$ cat src/shared/dda_pkg.sv
package dda_pkg;
    // Clock and derived timing
    localparam int CLK_MHZ = 40;
    localparam int EXEC_TIME_NS = 200;
    localparam int EXEC_CYCLES = (EXEC_TIME_NS * CLK_MHZ + 999) / 1000;
    localparam logic [15:0] TD_CYCLES_RST = 16'h0400;
    // Register byte offsets on the AHB-Lite slave
    localparam logic [7:0] ADDR_CTRL = 8'h00;
    localparam logic [7:0] ADDR_STATUS = 8'h04;
    localparam logic [7:0] ADDR_TDCYC = 8'h08;
    // Control register fields
    localparam int CTRL_READY = 0;
    localparam int CTRL_MOVING = 1;
    localparam int CTRL_FAIL = 2;
    localparam logic [2:0] CTRL_RST = 3'h1;
    // Command codes
    localparam logic [7:0] CMD_CLR_ATTN = 8'h01;
    localparam logic [7:0] CMD_CLR_FAULT = 8'h02;
    localparam logic [7:0] CMD_ATTN_CTL = 8'h40;
    localparam logic [7:0] CMD_WRITE_CTL = 8'h41;
    localparam logic [7:0] CMD_SEL_RST = 8'h14;
    localparam logic [7:0] CMD_LANDING = 8'h15;
    localparam logic [7:0] CMD_PARTITION = 8'h16;
    localparam logic [7:0] CMD_HEAD_TD = 8'h45;
    localparam logic [7:0] CMD_OFFSET = 8'h54;
    localparam logic [7:0] CMD_SPIN = 8'h55;
    localparam int CMD_RESERVED_BIT = 7;
    // General status and sense byte 1 bit positions
    localparam int GS_FAULT = 0;
    localparam int GS_ILLEGAL = 1;
    localparam int GS_BUSY_EXEC = 6;
    localparam int SN1_REJECT = 0;
    // Parameter byte bit for enable/disable commands
    localparam int PAR_ENABLE = 0;
    // Address-mark option present
    localparam bit AM_OPTION = 1'b1;

    // Host-driven pins, logical levels, active high
    typedef struct packed {
        logic busDirOut;
        logic selStrobe;
        logic cmdReq;
        logic parReq;
        logic readGate;
        logic writeGate;
        logic amCtrl;
        logic writeData;
        logic writeClk;
        logic [7:0] ctrlBus;
    } dda_host_t;

    // Media-side inputs from the drive electronics
    typedef struct packed {
        logic index;
        logic sector;
        logic amFound;
        logic readData;
        logic readClk;
        logic refClk;
    } dda_media_t;
endpackage : dda_pkg

$ cat src/hw/dda_device.sv
// Implementation choices: register access over AHB-Lite and the register addresses.
`timescale 1ns/1ps
// Contract
// - Attention pin = condition AND gating enable
// - Only clear commands reset attention condition
// - Clear-fault resets errors; clear-attention clears unless a set lands in the same cycle
// - One index pulse per revolution when ready
// - Sector pulse suppressed during index pulse
// - One address-mark rise per control assertion
// - Write gate plus mark control writes mark
// - No recording without write enable set
// - Read data static while read gate off
// - Clock out: read clock or reference clock
// - Two-byte commands; parameter follows direction line
// - Codes 80-FF set attention, illegal bit
// - No-parameter commands return general status
// - Immediate ack after action; failure attention first
// - Time-dependent ends attention; clear completes it
// - Time-dependent during busy-exec is rejected
// - Immediate commands accepted during busy-exec
// - Attention control gates party line only
// - Write control sets or clears write enable
// - Busy falling edge sets attention
// - Attention-in strobe drives own bus bit
module dda_device
    import dda_pkg::*;
#(
    parameter int DEV_ID = 0
)(
    input wire logic clk,
    input wire logic srst,
    input wire logic hsel,
    input wire logic [31:0] haddr,
    input wire logic [1:0] htrans,
    input wire logic hwrite,
    input wire logic [2:0] hsize,
    input wire logic [31:0] hwdata,
    input wire logic hready,
    output logic [31:0] hrdata,
    output logic hreadyout,
    output logic hresp,
    input wire dda_host_t hostIn,
    input wire dda_media_t mediaIn,
    output logic [7:0] ctrlBusOut,
    output logic ctrlBusOe_n,
    output logic busAck,
    output logic busyOut,
    output logic attentionOut,
    output logic indexOut,
    output logic sectorAmOut,
    output logic readDataOut,
    output logic rrClkOut,
    output logic recordOut,
    output logic recordData,
    output logic amWriteOut
);

    ////////////////////////////////////////////////////////////////////
    // Synchronisers

    // Two stages for every asynchronous pin, plus a history stage
    dda_host_t hostS1, hostS2, hostP;
    dda_media_t mediaS1, mediaS2, mediaP;

    // First stage feeds only the second stage
    always_ff @(posedge clk)
    begin
        hostS1 <= hostIn;
        hostS2 <= hostS1;
        hostP <= hostS2;
        mediaS1 <= mediaIn;
        mediaS2 <= mediaS1;
        mediaP <= mediaS2;
    end

    ////////////////////////////////////////////////////////////////////
    // Register file over AHB-Lite

    logic [2:0] ctrl_reg; // Ready, carriage moving, fail inject
    logic [15:0] tdCycles_reg; // Duration of time-dependent actions
    logic dValid; // Write data phase pending
    logic [7:0] dAddr; // Latched write offset
    logic [31:0] statusWord; // Assembled status for reads
    logic [31:0] rdNext; // Read mux
    logic addrPhase; // Valid transfer in address phase

    assign addrPhase = hsel && htrans[1] && hready;

    // Read mux; unmapped offsets read zero
    always_comb
    begin
        rdNext = 32'h0000_0000;
        case (haddr[7:0])
            ADDR_CTRL: rdNext = {29'h0000_0000, ctrl_reg};
            ADDR_STATUS: rdNext = statusWord;
            ADDR_TDCYC: rdNext = {16'h0000, tdCycles_reg};
            default: rdNext = 32'h0000_0000;
        endcase
    end

    // Zero wait states: data phase always completes in one cycle
    always_ff @(posedge clk)
    begin
        if (srst)
        begin
            dValid <= 1'b0;
            dAddr <= 8'h00;
            hrdata <= 32'h0000_0000;
            hreadyout <= 1'b1;
            hresp <= 1'b0;
        end
        else
        begin
            dValid <= addrPhase && hwrite;
            dAddr <= haddr[7:0];
            hreadyout <= 1'b1;
            hresp <= 1'b0;
            // Read data stands in the data phase
            if (addrPhase && !hwrite)
                hrdata <= rdNext;
        end
    end

    // Register writes land in the data phase
    always_ff @(posedge clk)
    begin
        if (srst)
        begin
            ctrl_reg <= CTRL_RST;
            tdCycles_reg <= TD_CYCLES_RST;
        end
        else if (dValid)
        begin
            if (dAddr == ADDR_CTRL)
                ctrl_reg <= hwdata[2:0];
            else if (dAddr == ADDR_TDCYC)
                tdCycles_reg <= hwdata[15:0];
        end
    end

    ////////////////////////////////////////////////////////////////////
    // Selection

    logic selected; // Device selected on the control bus

    // Select strobe edge with direction outbound picks our bus bit
    always_ff @(posedge clk)
    begin
        if (srst)
            selected <= 1'b0;
        else if (hostS2.selStrobe && !hostP.selStrobe && hostS2.busDirOut)
            selected <= hostS2.ctrlBus[DEV_ID];
    end

    ////////////////////////////////////////////////////////////////////
    // Command handshake

    typedef enum logic [2:0] {S_IDLE, S_CMD_ACK, S_PAR_WAIT, S_EXEC, S_PAR_ACK} dda_state_t;
    dda_state_t state;
    logic [7:0] cmdByte; // Latched command byte
    logic [7:0] parByte; // Latched parameter byte
    logic parIn; // Parameter goes to the host
    logic [3:0] execCnt; // Action time for every command before the second ack
    logic execNow; // Action completes this cycle
    logic isTd; // Command is time-dependent

    // Status state
    logic attnCond, attnEnable, writeEnable;
    logic illegalCmd, faultBit, cmdReject, busyExec, busyLine;
    logic [15:0] tdCnt;
    logic attnSet, attnClr, errClr;
    logic [7:0] genStatus;

    assign execNow = (state == S_EXEC) && (execCnt == 4'h0);
    assign isTd = (cmdByte == CMD_SEL_RST) || (cmdByte == CMD_LANDING) ||
        (cmdByte == CMD_PARTITION) || (cmdByte == CMD_HEAD_TD) ||
        (cmdByte == CMD_OFFSET) || (cmdByte == CMD_SPIN);

    // Handshake sequencer, two bytes per command
    always_ff @(posedge clk)
    begin
        if (srst)
        begin
            state <= S_IDLE;
            cmdByte <= 8'h00;
            parByte <= 8'h00;
            parIn <= 1'b0;
            execCnt <= 4'h0;
        end
        else
        begin
            case (state)
                // Wait for request; hold off while busy line is up
                S_IDLE:
                begin
                    if (selected && hostS2.cmdReq && hostS2.busDirOut && !busyLine)
                    begin
                        cmdByte <= hostS2.ctrlBus;
                        state <= S_CMD_ACK;
                    end
                end
                // Host drops request after seeing ack
                S_CMD_ACK:
                begin
                    if (!hostS2.cmdReq)
                        state <= S_PAR_WAIT;
                end
                // Parameter request, direction decides who drives
                S_PAR_WAIT:
                begin
                    if (hostS2.parReq)
                    begin
                        parIn <= !hostS2.busDirOut;
                        parByte <= hostS2.ctrlBus;
                        execCnt <= 4'(EXEC_CYCLES - 1);
                        state <= S_EXEC;
                    end
                end
                // Action time before the second ack
                S_EXEC:
                begin
                    if (execCnt == 4'h0)
                        state <= S_PAR_ACK;
                    else
                        execCnt <= execCnt - 4'h1;
                end
                S_PAR_ACK:
                begin
                    if (!hostS2.parReq)
                        state <= S_IDLE;
                end
                default: state <= S_IDLE;
            endcase
        end
    end

    // Ack trails the state by one cycle so attention and busy lead it
    always_ff @(posedge clk)
    begin
        if (srst)
            busAck <= 1'b0;
        else
            busAck <= (state == S_CMD_ACK) || (state == S_PAR_ACK);
    end

    ////////////////////////////////////////////////////////////////////
    // Command execution and attention

    logic tdDone; // Last busy cycle; the busy line drops at this edge
    logic rejectNow; // New time-dependent refused
    logic failNow; // Immediate action failed

    assign tdDone = busyLine && (tdCnt == 16'h0000);

    // Set and clear causes, evaluated together
    always_comb
    begin
        rejectNow = 1'b0;
        failNow = 1'b0;
        attnSet = 1'b0;
        attnClr = 1'b0;
        errClr = 1'b0;
        if (execNow)
        begin
            if (cmdByte[CMD_RESERVED_BIT])
                attnSet = 1'b1;
            else if (isTd && busyExec)
                rejectNow = 1'b1;
            else if (!isTd && ctrl_reg[CTRL_FAIL])
                failNow = 1'b1;
            if (cmdByte == CMD_CLR_ATTN)
                attnClr = 1'b1;
            if (cmdByte == CMD_CLR_FAULT)
            begin
                attnClr = 1'b1;
                errClr = 1'b1;
            end
        end
        if (tdDone)
            attnSet = 1'b1;
        if (rejectNow || failNow)
            attnSet = 1'b1;
    end

    // Attention condition; a set in the clearing cycle wins
    always_ff @(posedge clk)
    begin
        if (srst)
            attnCond <= 1'b0;
        else
            attnCond <= attnSet || (attnCond && !attnClr);
    end

    // Error bits; set beats clear-fault
    always_ff @(posedge clk)
    begin
        if (srst)
        begin
            illegalCmd <= 1'b0;
            faultBit <= 1'b0;
            cmdReject <= 1'b0;
        end
        else
        begin
            illegalCmd <= (execNow && cmdByte[CMD_RESERVED_BIT]) || (illegalCmd && !errClr);
            faultBit <= failNow || (faultBit && !errClr);
            cmdReject <= rejectNow || (cmdReject && !errClr);
        end
    end

    // Gating and write enable from their control commands
    always_ff @(posedge clk)
    begin
        if (srst)
        begin
            attnEnable <= 1'b1;
            writeEnable <= 1'b0;
        end
        else if (execNow && !parIn)
        begin
            if (cmdByte == CMD_ATTN_CTL)
                attnEnable <= parByte[PAR_ENABLE];
            if (cmdByte == CMD_WRITE_CTL)
                writeEnable <= parByte[PAR_ENABLE];
        end
    end

    // Time-dependent action: busy line for a while, busy-exec until cleared
    always_ff @(posedge clk)
    begin
        if (srst)
        begin
            busyExec <= 1'b0;
            busyLine <= 1'b0;
            tdCnt <= 16'h0000;
        end
        else if (execNow && isTd && !busyExec && !cmdByte[CMD_RESERVED_BIT])
        begin
            busyExec <= 1'b1;
            busyLine <= 1'b1;
            tdCnt <= tdCycles_reg;
        end
        else
        begin
            if (busyLine)
                tdCnt <= tdCnt - 16'h0001;
            if (tdDone)
                busyLine <= 1'b0;
            if (busyExec && !busyLine && attnClr)
                busyExec <= 1'b0;
        end
    end

    assign genStatus = {1'b0, busyExec, 3'h0, 1'b0, illegalCmd, faultBit};
    assign statusWord = {16'h0000, 3'h0, cmdReject, writeEnable, attnEnable,
        attnCond, selected, genStatus};

    // Pin outputs for attention and busy
    always_ff @(posedge clk)
    begin
        if (srst)
        begin
            attentionOut <= 1'b0;
            busyOut <= 1'b0;
        end
        else
        begin
            attentionOut <= attnCond && attnEnable;
            busyOut <= busyLine;
        end
    end

    // Control bus drive: parameter in, or radial attention
    always_ff @(posedge clk)
    begin
        if (srst)
        begin
            ctrlBusOut <= 8'h00;
            ctrlBusOe_n <= 1'b1;
        end
        else if (parIn && (state == S_EXEC || state == S_PAR_ACK))
        begin
            ctrlBusOut <= genStatus;
            ctrlBusOe_n <= 1'b0;
        end
        else if (!hostS2.busDirOut && hostS2.selStrobe)
        begin
            ctrlBusOut <= 8'(attnCond) << DEV_ID;
            ctrlBusOe_n <= 1'b0;
        end
        else
        begin
            ctrlBusOut <= 8'h00;
            ctrlBusOe_n <= 1'b1;
        end
    end

    ////////////////////////////////////////////////////////////////////
    // Index, sector and address mark

    logic amArmed; // Waiting for a mark this assertion
    logic amOut; // Mark seen this assertion
    logic idxValid; // Selected, ready and carriage still

    assign idxValid = selected && ctrl_reg[CTRL_READY] && !ctrl_reg[CTRL_MOVING];

    // One rising edge per mark-control assertion
    always_ff @(posedge clk)
    begin
        if (srst)
        begin
            amArmed <= 1'b0;
            amOut <= 1'b0;
        end
        else if (!hostS2.amCtrl)
        begin
            amArmed <= 1'b0;
            amOut <= 1'b0;
        end
        else
        begin
            if (!hostP.amCtrl)
                amArmed <= 1'b1;
            if (amArmed && hostS2.readGate && mediaS2.amFound)
            begin
                amOut <= 1'b1;
                amArmed <= 1'b0;
            end
        end
    end

    // Index passes the media pulse; sector pin is shared with mark
    always_ff @(posedge clk)
    begin
        if (srst)
        begin
            indexOut <= 1'b0;
            sectorAmOut <= 1'b0;
        end
        else
        begin
            indexOut <= idxValid && mediaS2.index;
            if (hostS2.amCtrl && hostS2.readGate)
                sectorAmOut <= amOut;
            else
                sectorAmOut <= idxValid && mediaS2.sector && !mediaS2.index;
        end
    end

    ////////////////////////////////////////////////////////////////////
    // Read and write paths

    // Sampled clocks only; pulses shorter than one cycle can be lost
    always_ff @(posedge clk)
    begin
        if (srst)
        begin
            readDataOut <= 1'b0;
            rrClkOut <= 1'b0;
        end
        else
        begin
            rrClkOut <= hostS2.readGate ? mediaS2.readClk : mediaS2.refClk;
            if (hostS2.readGate && selected && mediaS2.readClk && !mediaP.readClk)
                readDataOut <= mediaS2.readData;
        end
    end

    // Recording needs gate, enable and selection
    always_ff @(posedge clk)
    begin
        if (srst)
        begin
            recordOut <= 1'b0;
            recordData <= 1'b0;
            amWriteOut <= 1'b0;
        end
        else
        begin
            recordOut <= hostS2.writeGate && writeEnable && selected;
            amWriteOut <= AM_OPTION && hostS2.writeGate && hostS2.amCtrl &&
                writeEnable && selected;
            if (recordOut && hostS2.writeClk && !hostP.writeClk)
                recordData <= hostS2.writeData;
        end
    end

    ////////////////////////////////////////////////////////////////////
    // Assertions

    property p_attn_gate;
        @(posedge clk) disable iff (srst)
        attentionOut |-> $past(attnCond) && $past(attnEnable);
    endproperty
    a_attn_gate: assert property (p_attn_gate) else $error("attention without gate");

    property p_attn_clear;
        @(posedge clk) disable iff (srst)
        $fell(attnCond) |-> $past(execNow) &&
            ($past(cmdByte) == CMD_CLR_ATTN || $past(cmdByte) == CMD_CLR_FAULT);
    endproperty
    a_attn_clear: assert property (p_attn_clear) else $error("attention cleared wrongly");

    property p_sector_idx;
        @(posedge clk) disable iff (srst)
        mediaS2.index && !hostS2.amCtrl |=> !sectorAmOut;
    endproperty
    a_sector_idx: assert property (p_sector_idx) else $error("sector during index");

    property p_am_once;
        @(posedge clk) disable iff (srst)
        amOut && hostS2.amCtrl |=> amOut && !amArmed;
    endproperty
    a_am_once: assert property (p_am_once) else $error("mark rearmed");

    property p_no_record;
        @(posedge clk) disable iff (srst)
        recordOut |-> $past(writeEnable);
    endproperty
    a_no_record: assert property (p_no_record) else $error("record without enable");

    property p_read_static;
        @(posedge clk) disable iff (srst)
        !hostS2.readGate |=> $stable(readDataOut);
    endproperty
    a_read_static: assert property (p_read_static) else $error("read data moved");

    property p_illegal;
        @(posedge clk) disable iff (srst)
        execNow && cmdByte[CMD_RESERVED_BIT] |=> attnCond && illegalCmd ##1 busAck;
    endproperty
    a_illegal: assert property (p_illegal) else $error("reserved code not flagged");

    property p_fail_first;
        @(posedge clk) disable iff (srst)
        failNow |=> attnCond && !busAck ##1 busAck;
    endproperty
    a_fail_first: assert property (p_fail_first) else $error("ack before attention");

    property p_busy_fall;
        @(posedge clk) disable iff (srst)
        $fell(busyLine) |-> attnCond ##1 !busyOut;
    endproperty
    a_busy_fall: assert property (p_busy_fall) else $error("busy fall lost attention");

endmodule : dda_device

$ cat config.mk
export PLATFORM = sky130hd
export DESIGN_NAME = dda_device
export DESIGN_NICKNAME = d
export VERILOG_FILES = /design/src/shared/dda_pkg.sv /design/src/hw/dda_device.sv
export SDC_FILE = /design/constraint.sdc
export NUM_CORES = 1
export LEC_CHECK = 0
export ABC_AREA = 1
export BUFFER_PORTS_ARGS = -buffer_cell sky130_fd_sc_hd__buf_2
export CAP_MARGIN = 20
export CORE_UTILIZATION = 48
export DETAILED_ROUTE_END_ITERATION = 16
export PLACE_DENSITY_LB_ADDON = 0.15
export SLEW_MARGIN = 20
export SYNTH_ARGS = -nofsm -noshare
export SYNTH_HDL_FRONTEND = slang
export SYNTH_SLANG_ARGS = --single-unit
$ cat constraint.sdc
create_clock -name clk -period 1.65 [get_ports clk]
set_input_delay 0.495 -clock clk [delete_from_list [all_inputs] [get_ports clk]]
set_output_delay 0.495 -clock clk [all_outputs]
set_load 0.01 [all_outputs]
# == Word-level counts from Yosys, hierarchy flattened ==
# Cells that the tools add are included.
# W data, S select, Z words.
# op_classes
n_addsub,2
n_eq_ne,23
mux,38
bitwise,2
reduce_logical,91
# op_table
cell,n
$pmux W16 S3,1
$logic_and A1 B1 Y1,45
$eq A8 B7 Y1 const B,5
$mux W16,2
$mux W1,25
$eq A8 B5 Y1 const B,3
$eq A8 B4 Y1 const B,2
$logic_not A16 Y1,1
$logic_not A8 Y1,2
$sub A16 B1 Y16 const B,1
$mux W3,5
$pmux W3 S5,1
$logic_not A1 Y1,14
$logic_or A1 B1 Y1,12
$ne A2 B2 Y1 const B,6
$reduce_and A2 Y1,5
$eq A8 B1 Y1 const B,1
$eq A8 B2 Y1 const B,1
$eq A8 B3 Y1 const B,1
$mux W4,2
$pmux W4 S2,1
$reduce_bool A2 Y1,4
$mux W7,1
$eq A3 B2 Y1 const B,2
10 further kinds,13
# totals
reg_bits,173
inputBits,97

# == Longest topological paths before layout ==
# logic_depth
word_depth,15
depth_mapped,12
mapped_depth_nobuf,11

# == Least setup slack after synthesis ==
# Ideal clock, no wire load.
# synth_timing
kind,reg2reg
from,reg execCnt[0]
to,reg tdCnt[11]
arrival_ps,1478
t_required_ps,1540
path_slack_ps,62
path_stages_with_launch,13
path_buffers,1
synth_period_minus_slack_ps,1588
path_cell_list,dfxtp_1 > inv_1 > ha_1 > nand2_1 > nor2_1 > nand3_4 > nor2_8 > nand2_4 > buf_6 > nand3_1 > nand3_1 > nand2_1 > inv_1
# synth_between
elab_chain_cells,6
elab_cells_between_ends,7
classes_between,mux: 1; reduce/logical: 6
# synth_rtl
item,line_no,text
"start, declared",dda_device.sv:163,logic [3:0] execCnt;
"start signal, assigned",dda_device.sv:215,execCnt <= 4'(EXEC_CYCLES - 1);
"start signal, assigned",dda_device.sv:225,execCnt <= execCnt - 4'h1;
$logic_not A4 Y1 (*),dda_device.sv:174,assign execNow = (state == S_EXEC) && (execCnt == 4'h0);
$logic_and A1 B1 Y1 (*),dda_device.sv:174,
$logic_and A1 B1 Y1 (*) (3 in a row),dda_device.sv:337,else if (execNow && isTd && !busyExec && !cmdByte[CMD_RESERVED_BIT])
$mux W16 / $reduce_bool A2 Y1 (equally long branches),--,
"end signal, assigned",dda_device.sv:341,tdCnt <= tdCycles_reg;
"end signal, assigned",dda_device.sv:346,tdCnt <= tdCnt - 16'h0001;
"end, declared",dda_device.sv:170,logic [15:0] tdCnt;
# Every way passes the cells marked *; elsewhere a longest branch is shown, timed or not.
# A chain may end at the register's enable or synchronous reset.

# == Final worst setup path ==
# layout_timing
from,reg execCnt[1]
to,reg tdCnt[10]
# Same word-level chain as after synthesis.

==> key figures <==
Outcome
  • Status: finished, violations left
  • Failing checks: negative setup slack

Floorplan
  • Die width: 112.8 um
  • Die area: roughly 0.013 mm2
  • Die height: 112.8 um
  • Initial Util: 49.05%
  • CORE AREA: 0.01201 mm2
  • IO Pins: 150
  • Row cnt: 40

Global route
  • Largest net degree at the start of global routing: 36
  • Vias in the first global route: 4630
  • Gr usage total: about 22%
  • Total grt overflow: 0
  • Initial antenna violation count: 0
  • First-pass GRT wire length: roughly 22 mm

Setup path
  • Crit Path Class: register to register
  • Crit-path max FO: 8
  • Worst Setup EP: tdCnt[10]
  • Worst R2R Start: execCnt[1]
  • Worst r2r dst: tdCnt[10]
  • CP Data Required Time: approximately 2.0 ns
  • R2R Setup Slk: -0.04 ns
  • Crit end category: register
  • Critical path arrival: ~2.1 ns
  • Setup crit start: execCnt[1]
  • Critical Path Source Type: register
  • Worst reg2reg path depth: 12

Final layout
  • Nets: 973
  • Most common cell after layout, fill and taps aside: dfxtp_1
  • Largest registers: hostS1 x17, hostS2 x17
  • Most frequent cells in the layout: 151 x dfxtp_1, 142 x nand2_1, 90 x inv_1
  • Layout cells sized above 1: 22.57%
  • Ant. Diodes: 0
  • Area delta synth->final: 27.37%
  • Fin area: approximately 0.0075 mm2
  • Fillers: 1039

STA
  • Post-layout minimum cycle time: between 1.5 and 2 ns
  • Fin Hold WS: about 0.17 ns
  • Max Slew Vio Count: 0
  • Clk_skew: 0.006736 ns
  • Final WS setup: -0.04369 ns
  • Endpoints failing hold: 0
  • Period utilization: 102.6%
  • Setup Viol. Count Final: 1
  • Fmax: around 600 MHz
  • Setup TNS: -0.04369 ns
  • Unrepaired setup endpoints after global routing: true

Detailed routing
  • WL met2: 7.375 mm
  • Met3 wire len: about 930 um
  • DR WL/cell: 14.13 um
  • DRC Markers: 0
  • Final ANT Viol Nets: 0
  • Routed WL: 14.60 mm
  • Number of DRC markers in iteration 0: ~380
  • Routed vias/inst: 5.160
  • M1 wire length: slightly above 6 mm
  • Vias: ~5300
  • Pre-antenna DRT Iters: 6
  • Top layer in use: met4

Clock tree
  • CTS Buffer Depth: 2
  • Root buf cell: clkbuf_16
  • # hold bufs at CTS: 0
  • CTS Sinks: 152
  • CTS tree: done
  • H-tree levels: 4
  • Cts bufs inserted: 17
  • Clock transition at path regs: around 0.060 ns
  • Worst-Skew Late Latency: 0.43 ns

Logic synthesis
  • Synth unique cells: 36
  • Synth Cell Area: around 0.006 mm2
  • Yosys top cell by area: dfxtp_1
  • Synth area leaders: dfxtp_1 52%, nand2_1 9.2%, nand3_1 8.1%
  • Mapped Cells: approximately 760
  • Yosys warns: 0
  • Mean Syn Cell Area: 7.712 um2
  • Post-synthesis sequential area ratio: approximately half
  • Synth Register Bits: roughly 150
  • Share of the synthesized area in the top cell type: about half

Power
  • Net Sw Frac: about a quarter
  • Pint: approximately 6 mW
  • Total power: roughly 7.8 mW
  • Switching power total: between 1.5 and 2 mW
  • Max rail drop VDD: 893.0 uV
  • Share of power burned in registers: 48.4%
  • Power Dens Cells: 1045 mW/mm2
  • Pleak: ~3.4 nW
  • Logic pwr share: 3.4%
  • Clk pwr share: around 48%

Place
  • Placed Area: 0.006499 mm2
  • DP Worst Slack: -0.07033 ns
  • HPWL Detailed: a little under 10 mm
  • Routability cong.: ~0.84
  • Port buffer count: about 80

Job
  • Max cap viols: 0

Min path
  • Min-delay worst type: primary input to register
[final cells by class]
class	count	area [um2]	share of cell area (%)
repair buffers	115	775.7	10.34
multi-input cells	492	2559	34.09
clock buffers	17	425.4	5.669
inverters	96	360.3	4.802
clock inverters	14	156.4	2.084
flip-flops and latches	152	3044	40.56
well taps	147	183.9	2.451
[timing repair]
item	CTS	global route
setup buffers	0	6
pin swaps	1	24
endpoints found under the setup margin	18	28
gates cloned	0	4
gates resized for setup	4	57
[worst max-delay path: stages (launching register included)]
cell	delay [ns]
dfxtp_2	0.32
inv_2	0.08
ha_4	0.16
nand2_4	0.06
nor2_4	0.13
nand3_4	0.12
nor2_8	0.15
buf_12	0.16
clkbuf_16	0.17
nand3_1	0.07
nand3_1	0.10
nand2_1	0.07
inv_1	0.05
[worst min path at each step]
stage	from	to	slack (ns)	cells after the start
6_report	hostIn[11]	hostS1[11]	0.17	1
5_1_grt	mediaIn[2]	mediaS1[2]	0.15	1
4_1_cts	hostIn[11]	hostS1[11]	0.15	1
3_5_place_dp	hostS1[10]	hostS2[10]	0.31	0
3_3_place_gp	hostS1[8]	hostS2[8]	0.31	0
2_1_floorplan	hostS1[0]	hostS2[0]	0.31	0
[layer usage]
layer | vias up | global-route usage (%)
li1 | 2646 | -
met1 | 2455 | 27.42
met2 | 211 | 37.53
met3 | 18 | 6.213
met4 | 0 | 7.467
met5 | - | 0
[logic make-up after synthesis]
kind of cell | Yosys count | share of synthesized area (%)
buf+inv | 144 | 11.19
compound gates | 114 | 10.15
simple gates | 348 | 26.16
other cells | 2 | 0.1275
flops | 152 | 51.65
xor+xnor | 2 | 0.2974
fa+ha+maj | 2 | 0.4247
[synthesized netlist by cell type (all sizes together)]
master,instances
inv,94
nand4,9
clkinv,2
xnor2,2
o211ai,2
a21oi,54
nor3b,1
nand3,96
buf,32
nor3,8
o21a,1
o21ai,50
o311a,1
a31oi,4
a41oi,1
ha,2
conb,2
nor2,79
nand3b,6
or2,1
nand2,146
dfxtp,152
a211oi,1
clkbuf,16
nor4,2
[stage by stage]
step           cells  utilization (%)
3_3_place_gp     992            54.10
3_5_place_dp     992            54.10
4_1_cts         1023            59.09
5_1_grt         1033            62.48
2_1_floorplan    785                -
6_report        1033            62.48
[power by group through the flow]
stage	sequential, mW	combinational [mW]	clock [mW]
global placement	3.87	0.252	0
floorplan	3.87	0.173	0
finish	3.79	0.264	3.78
detailed placement	3.88	0.258	0
global route	3.80	0.295	4.01
CTS	3.79	0.260	3.83
(Power assumes the default switching activity.)
